### src/shared/tsm_pkg.sv
// Constants and carrier types for the cabinet signal fault monitor.
// Assumes a single 100 MHz system clock.
package tsm_pkg;

   // ------------------------------------------------------------
   // Clock and timebase
   // ------------------------------------------------------------
   localparam int CLK_HZ = 100_000_000;
   localparam int MS_PER_S = 1000;
   localparam int MS_CYCLES = CLK_HZ / MS_PER_S;
   localparam int MS_CNT_W = 17;
   localparam int TIME_W = 16;

   // ------------------------------------------------------------
   // Channels and field sampling
   // ------------------------------------------------------------
   localparam int NUM_CH = 18;
   localparam int LINE_HZ = 60;
   localparam int SAMPLES_PER_CYCLE = 32;
   localparam int SAMPLE_CYCLES = CLK_HZ / (LINE_HZ * SAMPLES_PER_CYCLE);
   localparam int SAMPLE_CNT_W = 16;

   // ------------------------------------------------------------
   // Times in milliseconds
   // ------------------------------------------------------------
   localparam logic [TIME_W-1:0] QUAL_NEVER_MS = 16'd200;
   localparam logic [TIME_W-1:0] QUAL_ALWAYS_MS = 16'd500;
   localparam logic [TIME_W-1:0] QUAL_MS = (QUAL_NEVER_MS + QUAL_ALWAYS_MS) / 16'd2;
   localparam logic [TIME_W-1:0] WD_SHORT_MS = 16'd1000;
   localparam logic [TIME_W-1:0] WD_LONG_MS = 16'd1500;
   localparam logic [TIME_W-1:0] PROC_PULSE_MS = 16'd300;
   localparam logic [TIME_W-1:0] LAMP_TEST_MS = 16'd300;
   localparam logic [TIME_W-1:0] BLINK_PERIOD_MS = 16'd2000;
   localparam logic [TIME_W-1:0] BLINK_ON_MS = 16'd250;
   localparam logic [TIME_W-1:0] BLINK_SLOT_MS = 16'd500;
   localparam logic [TIME_W-1:0] SNAP_SHOW_MS = 16'd6000;
   localparam logic [TIME_W-1:0] INVOLVED_SHOW_MS = 16'd2000;
   localparam logic [TIME_W-1:0] DISPLAY_CYCLE_MS = SNAP_SHOW_MS + INVOLVED_SHOW_MS;

   // ------------------------------------------------------------
   // Carrier types
   // ------------------------------------------------------------
   typedef struct packed {
      logic [NUM_CH-1:0] green;
      logic [NUM_CH-1:0] yellow;
      logic [NUM_CH-1:0] red;
   } tsm_field_s;

   typedef struct packed {
      logic watchdog_error_lamp;
      logic conflict_lamp;
      logic diagnostic_lamp;
      logic absent_signal_lamp;
      logic double_indication_lamp;
      logic clearance_lamp;
      logic card_ajar_lamp;
      logic recurring_pulse_lamp;
      logic dc_fail_lamp;
   } tsm_lamps_s;

   typedef logic [NUM_CH-1:0][NUM_CH-1:0] tsm_matrix_t;

endpackage

### src/core/tsm_monitor.sv
// Fault monitor core for an eighteen channel cabinet signal monitor.
// Assumes all inputs are synchronous to clk and already qualified as levels.
//
// What this block does
// Watchdog lamp steady on controller watchdog fault
// Watchdog lamp blinks when monitoring disabled
// Diagnostic lamp on any self fault
// Absent-signal lamp lit or blinking when inhibited
// Double-indication lamp on either double fault
// Clearance lamp on short yellow clearance
// Card-ajar lamp; blinks event number in diagnostics
// Recurring-pulse lamp on pulse-caused faults
// Status lamps mirror active field signals
// Fault display: snapshot six seconds, involved two
// Edge-triggered resets light all lamps 300 ms
// Sample field inputs 32 times per cycle
// Processor pulse missing 300 ms forces fault
// Supervisor recovers, or latches when configured
// Internal supply failure forces fault
// Eighteen channels, green yellow red each
// Latching conflict fault from permissive matrix
// Conflict qualifies between 200 and 500 ms
// DC supply fault qualifies 200 to 500 ms
// Watchdog fault latches; brownout keeps lamp
// Watchdog latch option ignores brownout recovery
// Watchdog recognition time 1000 or 1500 ms
// Watchdog switch off inhibits monitoring
// One millisecond timebase drives all timing except the field sample strobe
// Relay and halt asserted and released together
`timescale 1ns/1ps
module tsm_monitor #(
   parameter int MS_CYCLES = tsm_pkg::MS_CYCLES,
   parameter int SAMPLE_CYCLES = tsm_pkg::SAMPLE_CYCLES
) (
   input logic clk,
   input logic rst,
   input tsm_pkg::tsm_field_s field_in,
   input tsm_pkg::tsm_matrix_t compat_matrix,
   input logic dc_supply_low,
   input logic controller_watchdog,
   input logic watchdog_monitor_switch,
   input logic line_below_watchdog_level,
   input logic watchdog_latch_option,
   input logic watchdog_long_time,
   input logic brownout_restore,
   input logic processor_pulse,
   input logic supervisor_latch_option,
   input logic internal_supply_fail,
   input logic memory_test_fail,
   input logic missing_signal_fault,
   input logic green_yellow_double,
   input logic any_pair_double,
   input logic clearance_fault,
   input logic recurring_pulse_fault,
   input logic red_monitor_permit,
   input logic function_override,
   input logic auxiliary_disable_input,
   input logic card_absent,
   input logic diag_display_mode,
   input logic [1:0] diag_event_number,
   input logic reset_button,
   input logic external_reset,
   output logic relay_deenergize,
   output logic controller_halt,
   output tsm_pkg::tsm_lamps_s lamps,
   output tsm_pkg::tsm_field_s status_lamps,
   output logic rms_sample_strobe
);
   import tsm_pkg::*;

   // ------------------------------------------------------------
   // Common millisecond timebase and field sample strobe
   // ------------------------------------------------------------
   logic [MS_CNT_W-1:0] ms_cnt_reg;
   logic ms_tick;
   logic [SAMPLE_CNT_W-1:0] sample_cnt_reg;

   always_ff @(posedge clk or posedge rst) begin
      if (rst) begin
         ms_cnt_reg <= '0;
      end else if (ms_cnt_reg == MS_CNT_W'(MS_CYCLES - 1)) begin
         ms_cnt_reg <= '0;
      end else begin
         ms_cnt_reg <= ms_cnt_reg + 17'd1;
      end
   end

   assign ms_tick = (ms_cnt_reg == MS_CNT_W'(MS_CYCLES - 1));

   always_ff @(posedge clk or posedge rst) begin
      if (rst) begin
         sample_cnt_reg <= '0;
         rms_sample_strobe <= 1'b0;
      end else if (sample_cnt_reg == SAMPLE_CNT_W'(SAMPLE_CYCLES - 1)) begin
         sample_cnt_reg <= '0;
         rms_sample_strobe <= 1'b1;
      end else begin
         sample_cnt_reg <= sample_cnt_reg + 16'd1;
         rms_sample_strobe <= 1'b0;
      end
   end

   // ------------------------------------------------------------
   // Blink phase, shared by all flashing lamps
   // ------------------------------------------------------------
   logic [TIME_W-1:0] blink_ms_reg;
   logic blink_once;
   logic event_blink;

   always_ff @(posedge clk or posedge rst) begin
      if (rst) begin
         blink_ms_reg <= '0;
      end else if (ms_tick) begin
         if (blink_ms_reg == BLINK_PERIOD_MS - 16'd1) begin
            blink_ms_reg <= '0;
         end else begin
            blink_ms_reg <= blink_ms_reg + 16'd1;
         end
      end
   end

   assign blink_once = (blink_ms_reg < BLINK_ON_MS);

   // Flashes once, twice or three times per period
   always_comb begin
      event_blink = 1'b0;
      if (blink_ms_reg < BLINK_ON_MS && diag_event_number >= 2'd1) begin
         event_blink = 1'b1;
      end else if (blink_ms_reg >= BLINK_SLOT_MS
                   && blink_ms_reg < BLINK_SLOT_MS + BLINK_ON_MS
                   && diag_event_number >= 2'd2) begin
         event_blink = 1'b1;
      end else if (blink_ms_reg >= 16'd2 * BLINK_SLOT_MS
                   && blink_ms_reg < 16'd2 * BLINK_SLOT_MS + BLINK_ON_MS
                   && diag_event_number >= 2'd3) begin
         event_blink = 1'b1;
      end
   end

   // ------------------------------------------------------------
   // Reset commands: rising edges only, then a lamp test
   // ------------------------------------------------------------
   logic button_prev_reg;
   logic ext_prev_reg;
   logic reset_cmd;
   logic [TIME_W-1:0] lamp_test_reg;

   always_ff @(posedge clk or posedge rst) begin
      if (rst) begin
         button_prev_reg <= 1'b0;
         ext_prev_reg <= 1'b0;
      end else begin
         button_prev_reg <= reset_button;
         ext_prev_reg <= external_reset;
      end
   end

   // A stuck level produces a single command
   assign reset_cmd = (reset_button && !button_prev_reg)
                      || (external_reset && !ext_prev_reg);

   always_ff @(posedge clk or posedge rst) begin
      if (rst) begin
         lamp_test_reg <= '0;
      end else if (reset_cmd) begin
         lamp_test_reg <= LAMP_TEST_MS;
      end else if (ms_tick && lamp_test_reg != 16'd0) begin
         lamp_test_reg <= lamp_test_reg - 16'd1;
      end
   end

   // ------------------------------------------------------------
   // Conflict detection per channel
   // ------------------------------------------------------------
   logic [NUM_CH-1:0] go_active;
   logic [NUM_CH-1:0] conflict_ch;
   logic conflict_now;

   assign go_active = field_in.green | field_in.yellow;

   for (genvar i = 0; i < NUM_CH; i++) begin : g_conflict
      logic [NUM_CH-1:0] others;
      assign others = go_active & ~compat_matrix[i] & ~(NUM_CH'(1) << i);
      assign conflict_ch[i] = go_active[i] && (|others);
   end

   assign conflict_now = |conflict_ch;

   // ------------------------------------------------------------
   // Qualification timers
   // ------------------------------------------------------------
   logic conflict_qual;
   logic dc_qual;
   logic wd_qual;
   logic proc_qual;
   logic wd_monitor_on;
   logic wd_prev_reg;
   logic wd_toggle;
   logic [TIME_W-1:0] wd_limit;

   always_ff @(posedge clk or posedge rst) begin
      if (rst) begin
         wd_prev_reg <= 1'b0;
      end else begin
         wd_prev_reg <= controller_watchdog;
      end
   end

   assign wd_toggle = controller_watchdog ^ wd_prev_reg;
   assign wd_monitor_on = watchdog_monitor_switch && !line_below_watchdog_level;
   assign wd_limit = watchdog_long_time ? WD_LONG_MS : WD_SHORT_MS;

   tsm_qual_timer u_conflict_timer (
      .clk(clk),
      .rst(rst),
      .ms_tick(ms_tick),
      .cond(conflict_now),
      .limit_ms(QUAL_MS),
      .expired(conflict_qual)
   );

   tsm_qual_timer u_dc_timer (
      .clk(clk),
      .rst(rst),
      .ms_tick(ms_tick),
      .cond(dc_supply_low),
      .limit_ms(QUAL_MS),
      .expired(dc_qual)
   );

   tsm_qual_timer u_wd_timer (
      .clk(clk),
      .rst(rst),
      .ms_tick(ms_tick),
      .cond(wd_monitor_on && !wd_toggle),
      .limit_ms(wd_limit),
      .expired(wd_qual)
   );

   tsm_qual_timer u_proc_timer (
      .clk(clk),
      .rst(rst),
      .ms_tick(ms_tick),
      .cond(!processor_pulse),
      .limit_ms(PROC_PULSE_MS),
      .expired(proc_qual)
   );

   // ------------------------------------------------------------
   // Latched faults; a new event wins over a reset command
   // ------------------------------------------------------------
   logic conflict_reg;
   logic dc_reg;
   logic wd_fault_reg;
   logic wd_lamp_reg;
   logic missing_reg;
   logic double_reg;
   logic clearance_reg;
   logic recur_reg;
   logic proc_latch_reg;
   logic proc_fault;
   logic self_fault;

   always_ff @(posedge clk or posedge rst) begin
      if (rst) begin
         conflict_reg <= 1'b0;
         dc_reg <= 1'b0;
         missing_reg <= 1'b0;
         double_reg <= 1'b0;
         clearance_reg <= 1'b0;
         recur_reg <= 1'b0;
      end else begin
         conflict_reg <= conflict_qual || (conflict_reg && !reset_cmd);
         dc_reg <= dc_qual || (dc_reg && !reset_cmd);
         missing_reg <= missing_signal_fault || (missing_reg && !reset_cmd);
         double_reg <= green_yellow_double || any_pair_double
                       || (double_reg && !reset_cmd);
         clearance_reg <= clearance_fault || (clearance_reg && !reset_cmd);
         recur_reg <= recurring_pulse_fault || (recur_reg && !reset_cmd);
      end
   end

   // Brownout recovery clears the fault unless watchdog_latch_option is set, never the lamp
   always_ff @(posedge clk or posedge rst) begin
      if (rst) begin
         wd_fault_reg <= 1'b0;
         wd_lamp_reg <= 1'b0;
      end else begin
         wd_fault_reg <= wd_qual || (wd_fault_reg && !reset_cmd
                         && !(brownout_restore && !watchdog_latch_option));
         wd_lamp_reg <= wd_qual || (wd_lamp_reg && !reset_cmd);
      end
   end

   // Latched supervisor fault needs a power cycle
   always_ff @(posedge clk or posedge rst) begin
      if (rst) begin
         proc_latch_reg <= 1'b0;
      end else if (proc_qual && supervisor_latch_option) begin
         proc_latch_reg <= 1'b1;
      end
   end

   assign proc_fault = proc_qual || proc_latch_reg;
   assign self_fault = proc_fault || memory_test_fail || internal_supply_fail;

   // ------------------------------------------------------------
   // Relay and halt outputs
   // ------------------------------------------------------------
   logic fault_any;

   assign fault_any = conflict_reg || dc_reg || wd_fault_reg || missing_reg
                      || double_reg || clearance_reg || recur_reg
                      || self_fault || card_absent;

   always_ff @(posedge clk or posedge rst) begin
      if (rst) begin
         relay_deenergize <= 1'b0;
         controller_halt <= 1'b0;
      end else begin
         relay_deenergize <= fault_any;
         controller_halt <= fault_any;
      end
   end

   // ------------------------------------------------------------
   // Fault snapshot and channel status display
   // ------------------------------------------------------------
   tsm_field_s snap_reg;
   logic [NUM_CH-1:0] involved_reg;
   logic [TIME_W-1:0] disp_ms_reg;

   always_ff @(posedge clk or posedge rst) begin
      if (rst) begin
         snap_reg <= '0;
         involved_reg <= '0;
      end else if (fault_any && !relay_deenergize) begin
         snap_reg <= field_in;
         involved_reg <= conflict_ch;
      end
   end

   always_ff @(posedge clk or posedge rst) begin
      if (rst) begin
         disp_ms_reg <= '0;
      end else if (!relay_deenergize) begin
         disp_ms_reg <= '0;
      end else if (ms_tick) begin
         if (disp_ms_reg == DISPLAY_CYCLE_MS - 16'd1) begin
            disp_ms_reg <= '0;
         end else begin
            disp_ms_reg <= disp_ms_reg + 16'd1;
         end
      end
   end

   always_ff @(posedge clk or posedge rst) begin
      if (rst) begin
         status_lamps <= '0;
      end else if (lamp_test_reg != 16'd0) begin
         status_lamps <= '1;
      end else if (!relay_deenergize) begin
         status_lamps <= field_in;
      end else if (disp_ms_reg < SNAP_SHOW_MS) begin
         status_lamps <= snap_reg;
      end else begin
         status_lamps.green <= '0;
         status_lamps.yellow <= '0;
         status_lamps.red <= involved_reg;
      end
   end

   // ------------------------------------------------------------
   // Front panel fault lamps
   // ------------------------------------------------------------
   tsm_lamps_s lamps_next;
   logic absent_inhibit;

   assign absent_inhibit = !red_monitor_permit || function_override
                           || auxiliary_disable_input;

   always_comb begin
      lamps_next = '0;
      if (wd_lamp_reg) begin
         lamps_next.watchdog_error_lamp = 1'b1;
      end else if (!wd_monitor_on) begin
         lamps_next.watchdog_error_lamp = blink_once;
      end
      lamps_next.conflict_lamp = conflict_reg;
      lamps_next.diagnostic_lamp = self_fault;
      if (missing_reg) begin
         lamps_next.absent_signal_lamp = 1'b1;
      end else if (absent_inhibit) begin
         lamps_next.absent_signal_lamp = blink_once;
      end
      lamps_next.double_indication_lamp = double_reg;
      lamps_next.clearance_lamp = clearance_reg;
      if (diag_display_mode) begin
         lamps_next.card_ajar_lamp = event_blink;
      end else begin
         lamps_next.card_ajar_lamp = card_absent;
      end
      lamps_next.recurring_pulse_lamp = recur_reg;
      lamps_next.dc_fail_lamp = dc_reg;
   end

   always_ff @(posedge clk or posedge rst) begin
      if (rst) begin
         lamps <= '0;
      end else if (lamp_test_reg != 16'd0) begin
         lamps <= '1;
      end else begin
         lamps <= lamps_next;
      end
   end
endmodule

### src/core/tsm_qual_timer.sv
// Qualification timer: raises expired once cond has held for limit_ms.
// Assumes a one-cycle millisecond tick from the common timebase.
`timescale 1ns/1ps
module tsm_qual_timer (
   input logic clk,
   input logic rst,
   input logic ms_tick,
   input logic cond,
   input logic [tsm_pkg::TIME_W-1:0] limit_ms,
   output logic expired
);
   import tsm_pkg::*;

   logic [TIME_W-1:0] count_reg;

   // ------------------------------------------------------------
   // Count whole milliseconds of a persisting condition
   // ------------------------------------------------------------
   always_ff @(posedge clk or posedge rst) begin
      if (rst) begin
         count_reg <= '0;
      end else if (!cond) begin
         count_reg <= '0;
      end else if (ms_tick && count_reg < limit_ms) begin
         count_reg <= count_reg + 16'd1;
      end
   end

   assign expired = cond && (count_reg >= limit_ms);
endmodule

### config.mk
export PLATFORM = sky130hd
export DESIGN_NAME = tsm_monitor
export DESIGN_NICKNAME = d
export VERILOG_FILES = /design/src/shared/tsm_pkg.sv /design/src/core/tsm_monitor.sv /design/src/core/tsm_qual_timer.sv
export SDC_FILE = /design/constraint.sdc
export NUM_CORES = 1
export LEC_CHECK = 0
export BUFFER_PORTS_ARGS = -buffer_cell sky130_fd_sc_hd__buf_2
export CORE_AREA = 2 2 181 183
export CTS_BUF_LIST = sky130_fd_sc_hd__clkbuf_8
export DETAILED_ROUTE_END_ITERATION = 16
export DIE_AREA = 0 0 183 185
export PLACE_DENSITY = 0.8
export SYNTH_ARGS = -nofsm -noshare
export SYNTH_HDL_FRONTEND = slang
export SYNTH_SLANG_ARGS = --single-unit
### constraint.sdc
create_clock -name clk -period 11.72 [get_ports clk]
set_input_delay 2.344 -clock clk [delete_from_list [all_inputs] [get_ports clk]]
set_output_delay 2.344 -clock clk [all_outputs]
set_load 0.01 [all_outputs]
==> results_tabular.tex, run 1 <==
\begin{tabular}{lr}
\hline
Metric & Value \\
\hline
\multicolumn{2}{l}{\textbf{Outcome}} \\
\quad Result of the run & complete, no violations \\
\multicolumn{2}{l}{\textbf{Setup path}} \\
\quad Worst R2R Path Depth & 8 \\
\quad Cell-by-cell listing of the critical path & buf\_2, nor2\_2, o22ai\_1, nor4\_1, a31oi\_1, nor4\_1, and3\_1, a221oi\_1 \\
\quad Top cell family by delay on the critical path & simple AND/OR/NAND/NOR gates \\
\quad Crit path kind & in -> reg \\
\quad Endpoint class of the critical path & flop \\
\quad CP Buf/Inv Count & 1 \\
\quad Kind of launch point of the worst setup path & primary input \\
\quad Library cell contributing the largest single delay on the critical path & nor2\_2 \\
\quad CP dominant cell by count & nor4\_1 \\
\quad Reg-to-reg critical path startpoint & ms\_cnt\_reg[0]\$\_DFF\_PP0\_ \\
\quad Capture instance of the worst register-to-register path & disp\_ms\_reg[9]\$\_DFFE\_PP0P\_ \\
\quad Critical path arrival & 5.90 ns \\
\quad Data required time of the critical path & $\sim$12 ns \\
\quad Highest cell delay on the worst timing path & 0.94 ns \\
\quad Largest fanout on the critical path & 18 \\
\quad Reg-to-reg setup timing slack & 8.57 ns \\
\multicolumn{2}{l}{\textbf{Timing}} \\
\quad Final Max Slew Viols & 0 \\
\quad Final worst-path cycle share & 0.4697 \\
\quad Worst slew pin tran & 1.245 ns \\
\quad Highest attainable clock frequency & 181.7 MHz \\
\quad Period minus WS final & 5.505 ns \\
\quad Post-layout worst setup margin & 6.215 ns \\
\quad Setup-violating endpoint count in the final report & 0 \\
\quad Setup repair after global routing missed its margin & false \\
\quad Remaining max-slew budget at the tightest pin & 0.1694 \\
\quad Sum Neg Setup Slack & 0 ns \\
\quad Post-route clock skew & $\sim$0.028 ns \\
\quad Count of final hold-check violations & 0 \\
\multicolumn{2}{l}{\textbf{Floorplan}} \\
\quad Starting density of the core & 0.4643 \\
\quad Top Ports & 471 \\
\quad Number of rows in the core area & 66 \\
\quad Die boundary height & 185 microns \\
\quad DIE AREA & 0.03386 sq mm \\
\quad Placeable core region & 0.03204 sq mm \\
\quad Die width & 183 microns \\
\multicolumn{2}{l}{\textbf{Synthesis}} \\
\quad Most instantiated cells after synthesis & dfrtp\_1 (294), nand2\_1 (198), o22ai\_1 (143) \\
\quad Count of flip-flops with a built-in enable after synthesis & 0 \\
\quad Cells taking the most area after synthesis & dfrtp\_1 (49\%), o22ai\_1 (6.0\%), mux2\_2 (5.5\%) \\
\quad Share of synthesized flip-flops with an asynchronous set or reset & 1.000 \\
\quad Largest area contributor in the synthesized netlist & dfrtp\_1 \\
\quad Yosys synthesis warning count & 0 \\
\quad Primary FF master, synth & dfrtp\_1 \\
\quad Post-synthesis net count & 1956 \\
\quad Total standard cell area after synthesis & 0.01488 sq mm \\
\quad Cells after synthesis & 1531 \\
\quad Number of storage elements in the synthesis netlist & 294 \\
\quad Area share of the largest cell type after synthesis & 0.4946 \\
\quad Post-synthesis sequential area ratio & 0.4946 \\
\quad Leading cell type by number of instances after synthesis & dfrtp\_1 \\
\quad Post-synthesis cell type count & 69 \\
\quad Per-instance average area after synthesis & 9.716 sq um \\
\multicolumn{2}{l}{\textbf{Route}} \\
\quad Post-detailed-route wirelength per cell & 21.28 microns \\
\quad Iter 0 DRT Violations & 1285 \\
\quad Via count normalized by instance count & 5.929 \\
\quad Routed WL & just over 50000 microns \\
\quad Number of DRC violations after detailed routing & 0 \\
\quad Number of routed nets with antenna violations & 0 \\
\quad Via count & 14.44k \\
\quad Number of detailed-route iterations in the first pass & 5 \\
\multicolumn{2}{l}{\textbf{GRT}} \\
\quad Pin count of the biggest net entering global routing & just under 200 \\
\quad Wire length of the first global-routing pass & 77000 microns \\
\quad Remaining global-route overflow & 0 \\
\quad Initial antenna violation count & 10 \\
\quad Via count of the first global-routing pass & between 10k and 15k \\
\quad Overall routing resource usage & 0.2984 \\
\multicolumn{2}{l}{\textbf{Place}} \\
\quad Total of buffers placed on input and output ports & 452 \\
\quad Post-place setup slack & 5.790 ns \\
\quad Routability congestion estimate & 0.9644 \\
\quad Dpl cells & 2339 \\
\quad Hpwl dp & roughly 37000 microns \\
\multicolumn{2}{l}{\textbf{Job}} \\
\quad Number of maximum-capacitance constraint violations & 0 \\
\multicolumn{2}{l}{\textbf{Worst hold path}} \\
\quad Type of the most critical hold path & reg -> reg \\
\quad Min-delay src & proc\_latch\_reg\$\_DFFE\_PP0P\_ \\
\quad Hold Path Stages & 1 \\
\quad Worst min-delay path endpoint & proc\_latch\_reg\$\_DFFE\_PP0P\_ \\
\multicolumn{2}{l}{\textbf{Clock network}} \\
\quad Clock slew at the register clock pins of the worst setup and hold paths & 0.06 ns \\
\quad \# resized after CTS & 0 \\
\quad Post-CTS repair timing setup buffer count & 0 \\
\quad Maximum level of the CTS H-tree & 2 \\
\quad Number of buffers inserted for hold repair after clock tree synthesis & 0 \\
\quad Maximum buffer depth of the clock tree & 3 \\
\quad CTS buffer count & a little under 50 \\
\quad Clock latency at the later pin of the worst-skew pair & about 0.57 ns \\
\quad Cell at the root of the clock tree & clkbuf\_8 \\
\quad CTS tree & built \\
\quad Clock sink count & 294 \\
\multicolumn{2}{l}{\textbf{Final layout}} \\
\quad Area grow syn2layout & 25.35\% \\
\quad Layout Nets & roughly 2.4k \\
\quad Final core area utilization & 0.5820 \\
\quad Fraction of final layout cells with drive strength greater than 1 & 0.3320 \\
\quad Filler cells & 2741 \\
\quad Final cell count without fillers & 2435 \\
\multicolumn{2}{l}{\textbf{Power and ir drop}} \\
\quad Peak supply drop & 0.00007577 V \\
\quad Cell leakage power & $\sim$8.4 nW \\
\quad Power density relative to cell area & 121.1 mW/mm\^{}2 \\
\hline
\end{tabular}
[power breakdown]
part	leakage [nW]	total (mW)	switching (mW)	internal, mW
Sequential	3.46	1.04	0.00797	1.03
Clock	0.614	0.999	0.422	0.578
Combinational	4.34	0.222	0.130	0.0921
[area by class of cell]
cell class,count,area (sq um),share of cell area
clock buffer,64,880.8,0.04724
antenna,6,15.01,0.0008052
timing repair buffer,475,2447,0.1312
clock inverter,26,219.0,0.01174
sequential,294,7361,0.3948
tap,408,510.5,0.02738
inverter,25,101.3,0.005435
multi-input combinational,1137,7112,0.3814
[worst reg2reg max path: stages (launching register included)]
cell and delay, ns:
dfrtp_1 0.39, ha_1 0.23, and4_1 0.27, nand2_1 0.23, nor2_1 0.69, buf_4 0.38
nand2_1 0.24, or3_1 0.41, a21boi_0 0.21
[cells in the final DEF, fill, tap and decap left out, types with 6 or more instances in the layout]
master      n
a31oi_1    30
nor2b_1    14
mux2_2     72
a21oi_1    29
inv_1      37
and3_1     27
nand2b_1    8
xnor2_1    45
ha_1       20
nor4_1     33
clkinv_2    7
nand3_1    43
o22ai_1   143
nor3_1     42
xor2_1     34
nand2_1   198
nor2_1    125
a21boi_0    9
or3_1      16
dfrtp_1   293
diode_2     6
mux2i_1    19
nor2_2     18
a21o_1     10
nand4_1    20
buf_4      22
clkbuf_8   64
and2_1     22
buf_2     452
o21ai_0    83
[routing by layer]
layer	wire length (microns)	global-route usage	vias to the layer above
met5	134	0.02222	-
met4	3292	0.1699	8
met3	5448	0.09575	239
met2	23800	0.4671	834
met1	19130	0.3634	6919
li1	-	-	6436
[how the worst max path moves through the flow]
stage | from | to | slack, ns | depth (start not counted)
after floorplan | rst | blink_ms_reg[0]$_DFFE_PP0N_ | 1.26 | 1
after global placement | field_in[29] | conflict_reg$_DFF_PP0_ | 5.83 | 8
after detailed placement | field_in[29] | u_conflict_timer.count_reg[1]$_DFFE_PP0P_ | 5.79 | 8
after CTS | field_in[29] | u_conflict_timer.count_reg[1]$_DFFE_PP0P_ | 6.37 | 8
after global routing | field_in[30] | u_conflict_timer.count_reg[15]$_DFFE_PP0P_ | 6.05 | 8
final | field_in[30] | u_conflict_timer.count_reg[1]$_DFFE_PP0P_ | 6.22 | 8
[per-stage QoR]
stage / instance area, sq um / total power [mW] / hold WS [ns]
2_1_floorplan: 14880 / 1.148 / 0.4292
3_3_place_gp: 17530 / 1.263 / 0.4400
3_5_place_dp: 17530 / 1.269 / 0.4505
4_1_cts: 18630 / 2.267 / 0.4634
5_1_grt: 18650 / 2.336 / 0.4945
6_report: 18650 / 2.259 / 0.4579
[cell families after synthesis]
family / count (synthesis) / share of synthesized area
simple gates: 604 / 0.2014
compound gates: 343 / 0.1446
mux: 91 / 0.06729
flops: 294 / 0.4946
xor+xnor: 79 / 0.04651
buf+inv: 100 / 0.02877
fa+ha+maj: 20 / 0.01682
Note: power is estimated with default switching activity, not from simulation.
==> run 2: changes to the inputs <==
--- a/config.mk
+++ b/config.mk
@@ -6,10 +6,10 @@
 export NUM_CORES = 1
 export LEC_CHECK = 0
 export BUFFER_PORTS_ARGS = -buffer_cell sky130_fd_sc_hd__buf_2
-export CORE_AREA = 2 2 181 183
+export CORE_AREA = 2 2 185 187
 export CTS_BUF_LIST = sky130_fd_sc_hd__clkbuf_8
 export DETAILED_ROUTE_END_ITERATION = 16
-export DIE_AREA = 0 0 183 185
+export DIE_AREA = 0 0 187 189
 export PLACE_DENSITY = 0.8
 export SYNTH_ARGS = -nofsm -noshare
 export SYNTH_HDL_FRONTEND = slang
==> constraint.sdc (replaced) <==
create_clock -name clk -period 4.6 [get_ports clk]
set_input_delay 0.92 -clock clk [delete_from_list [all_inputs] [get_ports clk]]
set_output_delay 0.92 -clock clk [all_outputs]
set_load 0.01 [all_outputs]
==> run 2 against run 1 <==
Net effect: via count decreased by 1.4%; combinational power increased to 2.6 times the previous value; die area increased by 4.4%; register-to-register slack got worse by 6.8 ns; clock-buffer cell count decreased by 5; non-clock buffer count increased by 20; clock power increased by 130%; routed wire length increased by 4.5%; critical path depth increased by 3; critical path type unchanged; final cell count increased by 3.0%.
==> results_tabular.tex, run 2 (synthesized netlist as in run 1, its figures left out) <==
\begin{tabular}{lr}
\hline
Metric & Value \\
\hline
\multicolumn{2}{l}{\textbf{Power and ir drop}} \\
\quad Power consumption & 5.477 mW (+140\%) \\
\quad Power density relative to cell area & 291.9 mW/mm\^{}2 (+140\%) \\
\quad Peak supply drop & 0.0002075 V (+170\%) \\
\quad Cell leakage power & 8.480 nW (+0.84\%) \\
\multicolumn{2}{l}{\textbf{Worst hold path}} \\
\quad Type of the most critical hold path & in -> async \\
\multicolumn{2}{l}{\textbf{Route}} \\
\quad Number of routed nets with antenna violations & 0 (unchanged) \\
\quad Routed WL & 54130 microns (+4.5\%) \\
\quad Iter 0 DRT Violations & 1046 (-19\%) \\
\quad Via count normalized by instance count & 5.678 (-4.2\%) \\
\quad Via count & 14.24k (-1.4\%) \\
\quad Number of detailed-route iterations in the first pass & 5 (unchanged) \\
\quad Number of DRC violations after detailed routing & 0 (unchanged) \\
\quad Post-detailed-route wirelength per cell & 21.59 microns (+1.5\%) \\
\multicolumn{2}{l}{\textbf{Setup path}} \\
\quad Largest fanout on the critical path & 17 (-1) \\
\quad Kind of launch point of the worst setup path & primary input \\
\quad Endpoint class of the critical path & flop \\
\quad Critical path arrival & 3.85 ns (-2.05 ns) \\
\quad Crit path kind & in -> reg \\
\quad Reg-to-reg setup timing slack & 1.79 ns (-6.78 ns) \\
\quad Data required time of the critical path & 5.02 ns (-7.09 ns) \\
\multicolumn{2}{l}{\textbf{Place}} \\
\quad Total of buffers placed on input and output ports & 452 (unchanged) \\
\quad Routability congestion estimate & 1.037 (+7.5\%) \\
\quad Dpl cells & 2399 (+2.6\%) \\
\quad Instance area at placement & 0.01775 sq mm (+1.3\%) \\
\quad Hpwl dp & 40610 microns (+10\%) \\
\quad Post-place setup slack & 0.5774 ns (-5.212 ns) \\
\multicolumn{2}{l}{\textbf{Timing}} \\
\quad Sum Neg Setup Slack & 0 ns (unchanged) \\
\quad Worst slew pin tran & 0.9751 ns (-0.2694 ns) \\
\quad Post-route clock skew & 0.02152 ns (-0.006215 ns) \\
\quad Highest attainable clock frequency & 291.2 MHz \\
\quad Period minus WS final & 3.434 ns \\
\quad Final hold slack & 0.3997 ns (-0.05818 ns) \\
\quad Post-layout worst setup margin & 1.166 ns (-5.049 ns) \\
\quad Count of final hold-check violations & 0 (unchanged) \\
\quad Setup-violating endpoint count in the final report & 0 (unchanged) \\
\quad Final worst-path cycle share & 0.7465 \\
\quad Remaining max-slew budget at the tightest pin & 0.3483 (+0.1789) \\
\quad Final Max Slew Viols & 0 (unchanged) \\
\quad Setup repair after global routing missed its margin & false \\
\multicolumn{2}{l}{\textbf{Floorplan}} \\
\quad Die width & 187 microns (+2.2\%) \\
\quad Top Ports & 471 (unchanged) \\
\quad DIE AREA & 0.03534 sq mm (+4.4\%) \\
\quad Placeable core region & 0.03328 sq mm (+3.9\%) \\
\quad Number of rows in the core area & 67 (+1.5\%) \\
\quad Starting density of the core & 0.4470 (-0.01730) \\
\quad Die boundary height & 189 microns (+2.2\%) \\
\multicolumn{2}{l}{\textbf{Clock network}} \\
\quad Post-CTS repair timing setup buffer count & 0 (unchanged) \\
\quad Clock latency at the later pin of the worst-skew pair & 0.58 ns (about the same) \\
\quad Clock sink count & 294 (unchanged) \\
\quad Cell at the root of the clock tree & clkbuf\_8 \\
\quad Clock slew at the register clock pins of the worst setup and hold paths & 0.06 ns (about the same) \\
\quad CTS buffer count & 50 (+2.0\%) \\
\quad CTS tree & built \\
\quad Number of buffers inserted for hold repair after clock tree synthesis & 0 (unchanged) \\
\quad Maximum level of the CTS H-tree & 2 (unchanged) \\
\quad \# resized after CTS & 0 (unchanged) \\
\quad Maximum buffer depth of the clock tree & 3 (unchanged) \\
\multicolumn{2}{l}{\textbf{GRT}} \\
\quad Remaining global-route overflow & 0 (unchanged) \\
\quad Overall routing resource usage & 0.2977 (-0.0007797) \\
\quad Initial antenna violation count & 20 (+10) \\
\quad Via count of the first global-routing pass & 14.06k (+1.9\%) \\
\quad Wire length of the first global-routing pass & 80290 microns (+4.3\%) \\
\quad Pin count of the biggest net entering global routing & 117 (-40\%) \\
\multicolumn{2}{l}{\textbf{Final layout}} \\
\quad Leading cell type in the layout, fill and taps excluded & buf\_2 \\
\quad Layout Nets & 2428 (+0.87\%) \\
\quad Filler cells & 2954 (+7.8\%) \\
\quad Final core area utilization & 0.5638 (-0.01815) \\
\quad Fraction of final layout cells with drive strength greater than 1 & 0.3364 (+0.004421) \\
\quad Final cell count without fillers & 2507 (+3.0\%) \\
\quad Most frequent cells in the layout & buf\_2 (452), dfrtp\_1 (293), nand2\_1 (198) \\
\quad Total non-filler cell area in the finished layout & 0.01876 sq mm (+0.63\%) \\
\quad Area grow syn2layout & 26.14\% \\
\multicolumn{2}{l}{\textbf{Outcome}} \\
\quad Result of the run & complete, no violations \\
\multicolumn{2}{l}{\textbf{Job}} \\
\quad Number of maximum-capacitance constraint violations & 0 (unchanged) \\
\hline
\end{tabular}
[run 2: cell types whose count changed in the layout (fill, tap and decap cells not counted), sizes merged]
cell,change
clkbuf,-5
inv,+6
buf,+20
clkinv,+5
clkinvlp,-1
diode,+11
bufinv,-4
[run 2: power by group]
group / switching (mW) / leakage, nW / internal, mW
registers: 0.0213 / 3.46 / 2.62
logic: 0.331 / 4.44 / 0.244
clock network: 1.08 / 0.579 / 1.17
total: 1.43 / 8.48 / 4.04
[run 2: critical path: stages]
cell and delay, ns:
buf_2 0.12, nor2_2 0.41, buf_4 0.35, o22ai_1 0.14, nor4_1 0.62, buf_4 0.24, a31oi_1 0.13, nor4_1 0.36
and3_1 0.21, buf_4 0.22, a32oi_1 0.12
[run 2: layer usage]
metal,track usage,wire (microns),vias up
li1,-,-,6485
met1,0.3584,20870,6886
met2,0.5097,26300,676
met3,0.05709,3945,184
met4,0.1538,2993,4
met5,0,27,-
[run 2: worst paths after layout]
path                                            start                                    to  cells after the start
setup / recovery                         field_in[33]                conflict_reg$_DFF_PP0_                     11
hold reg to reg            proc_latch_reg$_DFFE_PP0P_            proc_latch_reg$_DFFE_PP0P_                      1
min in group clk                         reset_button             button_prev_reg$_DFF_PP0_                      1
setup reg to reg              ms_cnt_reg[0]$_DFF_PP0_  u_wd_timer.count_reg[14]$_DFFE_PP0P_                      8
hold / removal                                    rst              snap_reg[42]$_DFFE_PP0P_                      2
max in group asynchronous                         rst            status_lamps[25]$_DFF_PP0_                      3
[run 2: final cells by class]
type / instances / area (sq um) / area share
diodes: 17 / 42.54 / 0.002267
clock buffers: 59 / 812.0 / 0.04328
clock inverters: 32 / 156.4 / 0.008335
inverters: 25 / 97.59 / 0.005201
multi-input cells: 1137 / 7112 / 0.3790
flip-flops and latches: 294 / 7361 / 0.3923
well taps: 448 / 560.5 / 0.02987
repair buffers: 495 / 2623 / 0.1398
